File: config.mk
export PLATFORM = sky130hd
export DESIGN_NAME = rcm_ctrl
export DESIGN_NICKNAME = d
export VERILOG_FILES = /design/src/rtl/rcm_pkg.sv /design/src/rtl/rcm_ratio_div.sv /design/src/rtl/rcm_ctrl.sv
export VERILOG_INCLUDE_DIRS = /design/src /design/src/rtl
export SDC_FILE = /design/constraint.sdc
export NUM_CORES = 1
export LEC_CHECK = 0
export CAP_MARGIN = 10
export CORE_ASPECT_RATIO = 0.9
export CORE_UTILIZATION = 60
export CTS_CLUSTER_SIZE = 10
export DETAILED_ROUTE_END_ITERATION = 6
export DONT_BUFFER_PORTS = 1
export PLACE_DENSITY = 0.76
export SLEW_MARGIN = 20
export SYNTH_ARGS = -nofsm -noshare
export SYNTH_HDL_FRONTEND = slang
export SYNTH_SLANG_ARGS = --single-unit
export TNS_END_PERCENT = 100
File: constraint.sdc
create_clock -name core_clk -period 2.6 [get_ports core_clk]
set_clock_uncertainty 0.2 [all_clocks]
set_input_delay 0 -clock core_clk [delete_from_list [all_inputs] [get_ports core_clk]]
set_output_delay 0 -clock core_clk [all_outputs]
set_load 0.1 [all_outputs]
File: src/rtl/rcm_defs.svh
// Register offsets, field positions, reset values and timing counts
// Assumes inclusion by bare name from the reference clock control block
`ifndef RCM_DEFS_SVH
`define RCM_DEFS_SVH

// Register offsets
`define RCM_OFS_REF_INPUT_CTRL   8'h11
`define RCM_OFS_BAND_CTRL        8'h12
`define RCM_OFS_LOOP_TUNING      8'h14
`define RCM_OFS_DIVIDER_CTRL     8'h15
`define RCM_OFS_STATUS_LOCK      8'h16
`define RCM_OFS_STATUS_BAND      8'h17

// Reset values
`define RCM_RST_REF_INPUT_CTRL   8'h5F
`define RCM_RST_BAND_CTRL        8'h00
`define RCM_RST_LOOP_TUNING      8'hE7
`define RCM_RST_DIVIDER_CTRL     8'hC9

// Reference input control fields
`define RCM_BIT_DUTY_FIX         7
`define RCM_BIT_REF_RSVD         6
`define RCM_BIT_CROSS_ADJ        5
`define RCM_CROSS_MSB            4
// Band control fields
`define RCM_BIT_MULT_EN          7
`define RCM_BIT_MANUAL_SEL       6
`define RCM_BAND_MSB             5
// Loop tuning fields
`define RCM_LFW_MSB              7
`define RCM_LFW_LSB              5
`define RCM_PUMP_MSB             4
// Divider control fields
`define RCM_LCR_MSB              7
`define RCM_LCR_LSB              6
`define RCM_BIT_LOOP_CROSS       4
`define RCM_OSC_MSB              3
`define RCM_OSC_LSB              2
`define RCM_LOOP_MSB             1
// Status fields
`define RCM_BIT_LOCK             7

// Timing: settle time per band trial, in ns, and its count at 100 MHz
`define RCM_CLK_PERIOD_NS        10
`define RCM_SETTLE_NS            200
`define RCM_SETTLE_CYC           \
    ((`RCM_SETTLE_NS + `RCM_CLK_PERIOD_NS - 1) / `RCM_CLK_PERIOD_NS)

`endif

File: src/rtl/rcm_pkg.sv
// Types shared by the reference clock multiplier control block
// Assumes nothing of its surroundings
package rcm_pkg;
    typedef logic [5:0] rcm_band_t;
    typedef enum logic [3:0]
    {
        RCM_OFF    = 4'h1,
        RCM_SEARCH = 4'h2,
        RCM_SETTLE = 4'h4,
        RCM_LOCKED = 4'h8
    } rcm_state_e;
endpackage

File: src/rtl/rcm_ratio_div.sv
// Programmable power-of-two divider for the multiplier logic clock
// Assumes a synchronous reset and a two-bit code from a register
`timescale 1ns/10ps
`default_nettype none
module rcm_ratio_div
(
    // Clock and reset
    input  wire logic       core_clk,
    input  wire logic       srst,
    // Ratio code: 00 -> 2, 01 -> 4, 10 -> 8, 11 -> 16
    input  wire logic [1:0] ratio_code,
    // Divided-clock tick, one cycle per period
    output logic            tick
);
    logic [3:0] cnt_q;
    logic [3:0] last;

    // Terminal count from the ratio code; five bits so code 11 reaches 16
    // ratio 2, 4, 8, 16
    assign last = 4'((5'h02 << ratio_code) - 5'h01);

    // Free running counter, restarted at terminal count
    always_ff @(posedge core_clk)
    begin
        if (srst || cnt_q >= last)
        begin
            cnt_q <= 4'h0;
        end
        else
        begin
            cnt_q <= cnt_q + 4'h1;
        end
    end

    // Tick flop
    always_ff @(posedge core_clk)
    begin
        if (srst)
        begin
            tick <= 1'b0;
        end
        else
        begin
            tick <= (cnt_q >= last);
        end
    end
endmodule
`default_nettype wire

File: src/rtl/rcm_ctrl.sv
// Reference clock receiver and clock multiplier control registers
// Assumes a synchronous register port and analog lock and tune inputs
// Operation
// - Bit 7 of reference control enables duty-cycle correction, resets off
// - Bit 5 of reference control enables crosspoint adjustment, resets off
// - Five-bit two's-complement crosspoint level, 01111 highest, 10000 lowest
// - Band control bit 7 enables the multiplier, off after reset
// - Band control bit 6: zero automatic band select, one manual
// - Manual six-bit band code picks one of 64 oscillator bands
// - Loop tuning bits 7:5 select filter bandwidth, reset all ones
// - Loop tuning bits 4:0 set pump current, reset 00111
// - Divider bits 7:6 divide the core clock for the logic clock tick by 2, 4, 8 or 16
// - Divider bit 4 enables loop divider crosspoint control, resets zero
// - Divider bits 3:2 give oscillator ratio 1, 2, 4, 4
// - Divider bits 1:0 give sample-to-reference ratio 2, 4, 8, 16
// - Read-only status bit 7 reports the multiplier locked
// - Read-only six-bit value reports the selected band
`timescale 1ns/10ps
`default_nettype none
`include "rcm_defs.svh"
module rcm_ctrl
#(
    parameter int SETTLE_CYC = `RCM_SETTLE_CYC
)
(
    // Clock and reset
    input  wire logic       core_clk,
    input  wire logic       srst,
    // Register port
    input  wire logic       reg_wr,
    input  wire logic       reg_rd,
    input  wire logic [7:0] reg_addr,
    input  wire logic [7:0] reg_wdata,
    output logic      [7:0] reg_rdata,
    // Analog loop feedback
    input  wire logic       loop_locked,
    input  wire logic       tune_too_low,
    // Reference receiver controls
    output logic            ref_duty_fix_en,
    output logic            ref_cross_adjust_en,
    output logic      [4:0] ref_cross_level,
    // Multiplier controls
    output logic            mult_en,
    output logic      [5:0] band_sel,
    output logic      [2:0] loop_filter_width,
    output logic      [4:0] pump_current_code,
    output logic      [1:0] logic_clock_ratio,
    output logic            loop_cross_en,
    output logic      [1:0] oscillator_ratio_select,
    output logic      [1:0] loop_ratio_select,
    // Status
    output logic            mult_locked
);
    logic [7:0]         ref_ctrl_q;
    logic [7:0]         band_ctrl_q;
    logic [7:0]         tuning_q;
    logic [7:0]         divider_q;
    rcm_pkg::rcm_state_e state_q;
    rcm_pkg::rcm_band_t  auto_band_q;
    logic [15:0]        settle_q;
    logic               logic_tick;
    logic               manual;

    // Address match helper
    function automatic logic hit(input logic [7:0] a, input logic [7:0] o);
        hit = (a == o);
    endfunction

    assign manual = band_ctrl_q[`RCM_BIT_MANUAL_SEL];

    // Reference input control register
    always_ff @(posedge core_clk)
    begin
        if (srst)
        begin
            ref_ctrl_q <= `RCM_RST_REF_INPUT_CTRL;
        end
        else if (reg_wr && hit(reg_addr, `RCM_OFS_REF_INPUT_CTRL))
        begin
            ref_ctrl_q <= reg_wdata;
        end
    end

    // Band control register
    always_ff @(posedge core_clk)
    begin
        if (srst)
        begin
            band_ctrl_q <= `RCM_RST_BAND_CTRL;
        end
        else if (reg_wr && hit(reg_addr, `RCM_OFS_BAND_CTRL))
        begin
            band_ctrl_q <= reg_wdata;
        end
    end

    // Loop tuning register
    always_ff @(posedge core_clk)
    begin
        if (srst)
        begin
            tuning_q <= `RCM_RST_LOOP_TUNING;
        end
        else if (reg_wr && hit(reg_addr, `RCM_OFS_LOOP_TUNING))
        begin
            tuning_q <= reg_wdata;
        end
    end

    // Divider control register
    always_ff @(posedge core_clk)
    begin
        if (srst)
        begin
            divider_q <= `RCM_RST_DIVIDER_CTRL;
        end
        else if (reg_wr && hit(reg_addr, `RCM_OFS_DIVIDER_CTRL))
        begin
            divider_q <= reg_wdata;
        end
    end

    rcm_ratio_div u_div
    (
        .core_clk   (core_clk),
        .srst       (srst),
        .ratio_code (divider_q[`RCM_LCR_MSB:`RCM_LCR_LSB]),
        .tick       (logic_tick)
    );

    // Band search state; forced to off while disabled, otherwise steps only on divided logic clock ticks
    always_ff @(posedge core_clk)
    begin
        if (srst)
        begin
            state_q     <= rcm_pkg::RCM_OFF;
            auto_band_q <= 6'h00;
            settle_q    <= 16'h0000;
        end
        else if (!band_ctrl_q[`RCM_BIT_MULT_EN])
        begin
            state_q     <= rcm_pkg::RCM_OFF;
            auto_band_q <= 6'h00;
            settle_q    <= 16'h0000;
        end
        else if (logic_tick)
        begin
            case (state_q)
                rcm_pkg::RCM_OFF:
                begin
                    state_q  <= rcm_pkg::RCM_SETTLE;
                    settle_q <= 16'h0000;
                end
                rcm_pkg::RCM_SEARCH:
                begin
                    if (!manual && tune_too_low && auto_band_q != 6'h3F)
                    begin
                        auto_band_q <= auto_band_q + 6'h01;
                    end
                    state_q  <= rcm_pkg::RCM_SETTLE;
                    settle_q <= 16'h0000;
                end
                rcm_pkg::RCM_SETTLE:
                begin
                    if (settle_q >= 16'(SETTLE_CYC - 1))
                    begin
                        state_q <= loop_locked ? rcm_pkg::RCM_LOCKED
                                               : rcm_pkg::RCM_SEARCH;
                    end
                    else
                    begin
                        settle_q <= settle_q + 16'h0001;
                    end
                end
                rcm_pkg::RCM_LOCKED:
                begin
                    if (!loop_locked)
                    begin
                        state_q <= rcm_pkg::RCM_SEARCH;
                    end
                end
                default:
                begin
                    state_q <= rcm_pkg::RCM_OFF;
                end
            endcase
        end
    end

    // Control outputs driven from the stored fields
    always_ff @(posedge core_clk)
    begin
        if (srst)
        begin
            ref_duty_fix_en         <= 1'b0;
            ref_cross_adjust_en     <= 1'b0;
            ref_cross_level         <= 5'h1F;
            mult_en                 <= 1'b0;
            band_sel                <= 6'h00;
            loop_filter_width       <= 3'h7;
            pump_current_code       <= 5'h07;
            logic_clock_ratio       <= 2'h3;
            loop_cross_en           <= 1'b0;
            oscillator_ratio_select <= 2'h2;
            loop_ratio_select       <= 2'h1;
            mult_locked             <= 1'b0;
        end
        else
        begin
            ref_duty_fix_en         <= ref_ctrl_q[`RCM_BIT_DUTY_FIX];
            ref_cross_adjust_en     <= ref_ctrl_q[`RCM_BIT_CROSS_ADJ];
            ref_cross_level         <= ref_ctrl_q[`RCM_CROSS_MSB:0];
            mult_en                 <= band_ctrl_q[`RCM_BIT_MULT_EN];
            band_sel                <= manual ? band_ctrl_q[`RCM_BAND_MSB:0]
                                              : auto_band_q;
            loop_filter_width       <= tuning_q[`RCM_LFW_MSB:`RCM_LFW_LSB];
            pump_current_code       <= tuning_q[`RCM_PUMP_MSB:0];
            logic_clock_ratio       <= divider_q[`RCM_LCR_MSB:`RCM_LCR_LSB];
            loop_cross_en           <= divider_q[`RCM_BIT_LOOP_CROSS];
            oscillator_ratio_select <= divider_q[`RCM_OSC_MSB:`RCM_OSC_LSB];
            loop_ratio_select       <= divider_q[`RCM_LOOP_MSB:0];
            mult_locked             <= (state_q == rcm_pkg::RCM_LOCKED);
        end
    end

    // Read data; unmapped offsets read zero
    always_ff @(posedge core_clk)
    begin
        if (srst)
        begin
            reg_rdata <= 8'h00;
        end
        else if (reg_rd)
        begin
            if (hit(reg_addr, `RCM_OFS_REF_INPUT_CTRL))
            begin
                reg_rdata <= ref_ctrl_q;
            end
            else if (hit(reg_addr, `RCM_OFS_BAND_CTRL))
            begin
                reg_rdata <= band_ctrl_q;
            end
            else if (hit(reg_addr, `RCM_OFS_LOOP_TUNING))
            begin
                reg_rdata <= tuning_q;
            end
            else if (hit(reg_addr, `RCM_OFS_DIVIDER_CTRL))
            begin
                reg_rdata <= {divider_q[7:6], 1'b0, divider_q[4:0]};
            end
            else if (hit(reg_addr, `RCM_OFS_STATUS_LOCK))
            begin
                reg_rdata <= {mult_locked, 7'h00};
            end
            else if (hit(reg_addr, `RCM_OFS_STATUS_BAND))
            begin
                reg_rdata <= {2'h0, band_sel};
            end
            else
            begin
                reg_rdata <= 8'h00;
            end
        end
    end
endmodule
`default_nettype wire

==> tab_implementation.tex <==
\begin{tabular}{lr}
\hline
Metric & Value \\
\hline
\multicolumn{2}{l}{\textbf{Clock tree}} \\
Clock transition at the registers of the reported paths & 0.09 ns \\
Cell at the root of the clock tree & sky130\_fd\_sc\_hd\_\_clkbuf\_8 \\
TritonCTS clock tree & built \\
Clock latency reported for the late side of the worst-skew pair & 0.36 ns \\
Clock buffer depth & 2 \\
Clk sink count & 100 \\
Number of clock buffers inserted by TritonCTS & 9 \\
H-tree levels & 3 \\
\multicolumn{2}{l}{\textbf{Die}} \\
Die outline height & 79.05 um \\
Placeable core region & 6250 sq um \\
Die area & 6925 sq um \\
Number of cell rows & 27 \\
Starting density of the core & 63.32\% \\
I/O pin cnt & 60 \\
Die Width & 87.61 um \\
\multicolumn{2}{l}{\textbf{Final layout}} \\
Number of filler cells placed in the layout & 437 \\
Final core utilization & 75.58\% \\
Post-Layout Cell Count & 559 \\
Antenna diodes & 0 \\
Number of nets in the finished design & 496 \\
Post-synthesis to final-layout area growth & 19.35\% \\
Total area of multi-input combinational cells & 1787 sq um \\
Total area of sequential cells & 2002 sq um \\
Fraction of layout instances using a drive strength above 1 & 12.29\% \\
\multicolumn{2}{l}{\textbf{Hold path}} \\
Start point of the worst min-delay path & reg\_wr \\
Worst Hold Endpoint & band\_ctrl\_q[4]\$\_SDFFE\_PP0P\_ \\
Path category of the worst min-delay check & input pin to register \\
Worst hold stages & 2 \\
\multicolumn{2}{l}{\textbf{STA}} \\
Fraction of the cycle the final worst path needs & 95.18\% \\
Final Slew Violations & 0 \\
Maximum clock frequency & 404.1 MHz \\
Min setup slack post-route & 0.1254 ns \\
Final critical path time including I/O delays and setup & 2.475 ns \\
Hold Fails Final Rpt & 0 \\
Final setup fails & 0 \\
Worst slew slack as a fraction of its limit & 36.26\% \\
Worst hold-check slack & 0.03215 ns \\
Least-Margin Pin Slew & 0.9548 ns \\
Unrepaired setup endpoints after global routing & no \\
Setup TNS & 0 ns \\
\multicolumn{2}{l}{\textbf{Setup path}} \\
Cell Chain, Critical Path & dlygate4sd3\_1 -> nor2\_2 -> a22o\_1 -> a21oi\_1 -> dlygate4sd3\_1 -> o21ai\_1 -> dlygate4sd3\_1 \\
Data arrival, critical path & 2.53 ns \\
Worst Path Buf+Inv & 3 \\
Slowest cell on the critical path & sky130\_fd\_sc\_hd\_\_dlygate4sd3\_1 \\
Kind of cell adding the most delay to the critical path & buffers and inverters \\
Launch instance of the worst register-to-register path & tuning\_q[0]\$\_SDFFE\_PP1P\_ \\
Crit path kind & input pin to register \\
Kind of end point of the critical path & register \\
R2R setup slack & 0.28 ns \\
Required arrival time at the worst endpoint & 2.66 ns \\
Highest net fanout along the worst path & 9 \\
Crit path largest cell delay & 0.78 ns \\
Library cell appearing most often on the critical path & sky130\_fd\_sc\_hd\_\_dlygate4sd3\_1 \\
Levels on crit path & 7 \\
FF-to-FF path depth & 6 \\
Reg-to-reg endpoint & reg\_rdata[0]\$\_SDFFE\_PP0P\_ \\
Setup crit start kind & input pin \\
\multicolumn{2}{l}{\textbf{Power}} \\
Clock network power share & 39.3\% \\
Net Switching & 0.0006086 W \\
Sw Ratio & 22.22\% \\
Worst ir drop on vdd & 0.4736 mV \\
Reported leakage power & 1.814 nW \\
Pint & 0.002131 W \\
Combinational Power Share & 4.4\% \\
Sequential share of power & 56.3\% \\
Power per cell area & 580.0 nW/um\^{}2 \\
\multicolumn{2}{l}{\textbf{Synthesis}} \\
Fraction of synthesis flops using an asynchronous set or reset pin & 0\% \\
Post-synth net total & 450 \\
Number of enable-type register cells in the synthesized netlist & 0 \\
Most frequent cell after synthesis & sky130\_fd\_sc\_hd\_\_dfxtp\_1 \\
Total of flip-flops plus latches after synthesis & 100 \\
Synth cell types & 54 \\
Library cell with the largest summed area after synthesis & sky130\_fd\_sc\_hd\_\_dfxtp\_1 \\
Per-instance average area after synthesis & 9.378 sq um \\
Warning count from the yosys run & 0 \\
Top cells by area in the synthesized netlist & sky130\_fd\_sc\_hd\_\_dfxtp\_1 (51\%), sky130\_fd\_sc\_hd\_\_nor2\_1 (4.7\%), sky130\_fd\_sc\_hd\_\_mux2i\_1 (4.3\%), sky130\_fd\_sc\_hd\_\_a21oi\_1 (3.8\%), sky130\_fd\_sc\_hd\_\_o21ai\_0 (3.2\%) \\
Cells after Synth & 422 \\
Post-synthesis sequential area ratio & 50.58\% \\
Post-synth top cells & sky130\_fd\_sc\_hd\_\_dfxtp\_1 (100), sky130\_fd\_sc\_hd\_\_nor2\_1 (50), sky130\_fd\_sc\_hd\_\_a21oi\_1 (30) \\
Yosys top cell area share & 50.58\% \\
Netlist area before placement & 3958 sq um \\
Predominant post-synthesis flop cell & sky130\_fd\_sc\_hd\_\_dfxtp\_1 \\
\multicolumn{2}{l}{\textbf{Run}} \\
\# Max-Cap Violations & 0 \\
\multicolumn{2}{l}{\textbf{GRT}} \\
Met1 track utilization from global routing & 39.19\% \\
Global-route layer with the greatest usage & met2 \\
First-pass GRT wire length & 14920 um \\
Global Route met3 Usage & 7.173\% \\
Initial antenna violation count & 0 \\
Maximum number of pins on one net before global-route repair & 62 \\
Met2 Resource Use GR & 44.06\% \\
Total congestion overflow & 0 \\
Global-route usage over all layers & 28.58\% \\
Number of global-route vias before repair & 3007 \\
\multicolumn{2}{l}{\textbf{Placed design}} \\
HPWL after DPL & 6012 um \\
Number of placed instances, taps included & 503 \\
Weighted congestion at the end of routability-driven global placement & 0.8782 \\
Number of buffers added on ports & 0 \\
Post-placement setup slack & 0.6027 ns \\
\multicolumn{2}{l}{\textbf{Detailed routing}} \\
Vias/cell & 5.850 \\
Remaining antenna violation count after routing & 0 \\
Count of vias placed by the detailed router & 3270 \\
Total wire length & 9247 um \\
Drt wl/cell & 16.54 um \\
Number of remaining DRC errors & 0 \\
Detailed-router iteration count before antenna repair & 6 \\
Number of DRC markers after the initial detailed-route iteration & 379 \\
\multicolumn{2}{l}{\textbf{Status}} \\
Status & completed \\
\hline
\end{tabular}
[worst register-to-register path: cells and delay by family (launching register included)]
kind                   cells  cell delay, ns
buffers and inverters      2            1.15
AOI/OAI and AO/OA          4            0.58
DFF                        1            0.35
[sequential cells by signal, indices dropped and copies added (netlist names), 5 cells and up]
| signal | cells |
|---|---|
| ref_cross_level | 5 |
| band_ctrl_q | 8 |
| band_sel | 6 |
| ref_ctrl_q | 8 |
| tuning_q | 8 |
| settle_q | 16 |
| pump_current_code | 5 |
| auto_band_q | 6 |
| reg_rdata | 8 |
| divider_q | 7 |
[power by group through the flow]
stage               sequential (W)  combinational (W)  clock [W]
floorplan                  0.00158          0.0000604          0
global placement           0.00158          0.0000551          0
detailed placement         0.00158          0.0000565          0
CTS                        0.00154           0.000114    0.00109
global route               0.00154           0.000129    0.00114
finish                     0.00154           0.000120    0.00108
[area by class of cell]
cell class | instances | area share (%)
sequential | 100 | 42.38
multi-input combinational | 279 | 37.83
timing repair buffer | 56 | 11.23
clock buffer | 10 | 2.702
tap | 87 | 2.305
clock inverter | 5 | 1.801
inverter | 22 | 1.748
[per-stage QoR]
stage / total power, W / instance area (sq um)
after detailed placement: 0.001634 / 4083
after global routing: 0.002811 / 4723
after global placement: 0.001633 / 4083
final: 0.002739 / 4723
after CTS: 0.002748 / 4656
after floorplan: 0.001640 / 3958
[cell families after synthesis]
group | Yosys count | share of synthesized area, %
AND/OR/NAND/NOR | 156 | 22.29
buffers and inverters | 43 | 4.521
adder cells (fa/ha/maj) | 6 | 1.897
AO/OA/AOI/OAI | 93 | 14.73
multiplexers | 19 | 4.869
flip-flops | 100 | 50.58
XOR/XNOR | 5 | 1.107
[routing by layer]
layer,wire [um],up-vias,part of all wire (%)
li1,-,1562,-
met1,4240,1528,46
met2,4180,157,45
met3,633,23,6.8
met4,193,0,2.1
met5,0,-,0
[worst max path at each step]
stage                                  startpoint                           to  slack [ns]
after floorplan           state_q[1]$_SDFFE_PP0P_     settle_q[2]$_SDFFE_PP0P_        0.87
after global routing                  reg_addr[5]     tuning_q[6]$_SDFFE_PP1P_        0.02
after detailed placement    u_div.tick$_SDFF_PP0_  auto_band_q[5]$_SDFFE_PP0P_        0.60
final                                 reg_addr[2]    reg_rdata[0]$_SDFFE_PP0P_        0.13
after CTS                             reg_addr[1]   ref_ctrl_q[5]$_SDFFE_PP0P_        0.03
after global placement      u_div.tick$_SDFF_PP0_  auto_band_q[5]$_SDFFE_PP0P_        0.66
[cell usage in the layout, fill, tap and decap left out, drive strengths merged, types with 4 or more instances in the layout]
cell type and n:
dfxtp 100, nor2 50, dlygate4sd3 33, a21oi 30
o21ai 30, inv 23, nand2 20, buf 20
mux2i 17, and2 12, nor3 12, clkbuf 10
a22o 8, nand4 8, nand2b 7, or2 7
nor2b 7, ha 6, nand3b 5, a211oi 5
nand3 5, o31ai 4, or4 4, or3 4
nor3b 4, nor4 4
[repair_timing]
item                                    in CTS  in global routing
endpoints found under the setup margin       0                  6
resized for setup                            0                  7
endpoints found under the hold margin       82                  7
hold buffers                                35                  2
setup buffers                                0                  4
Power figures use the tool's default switching activity.
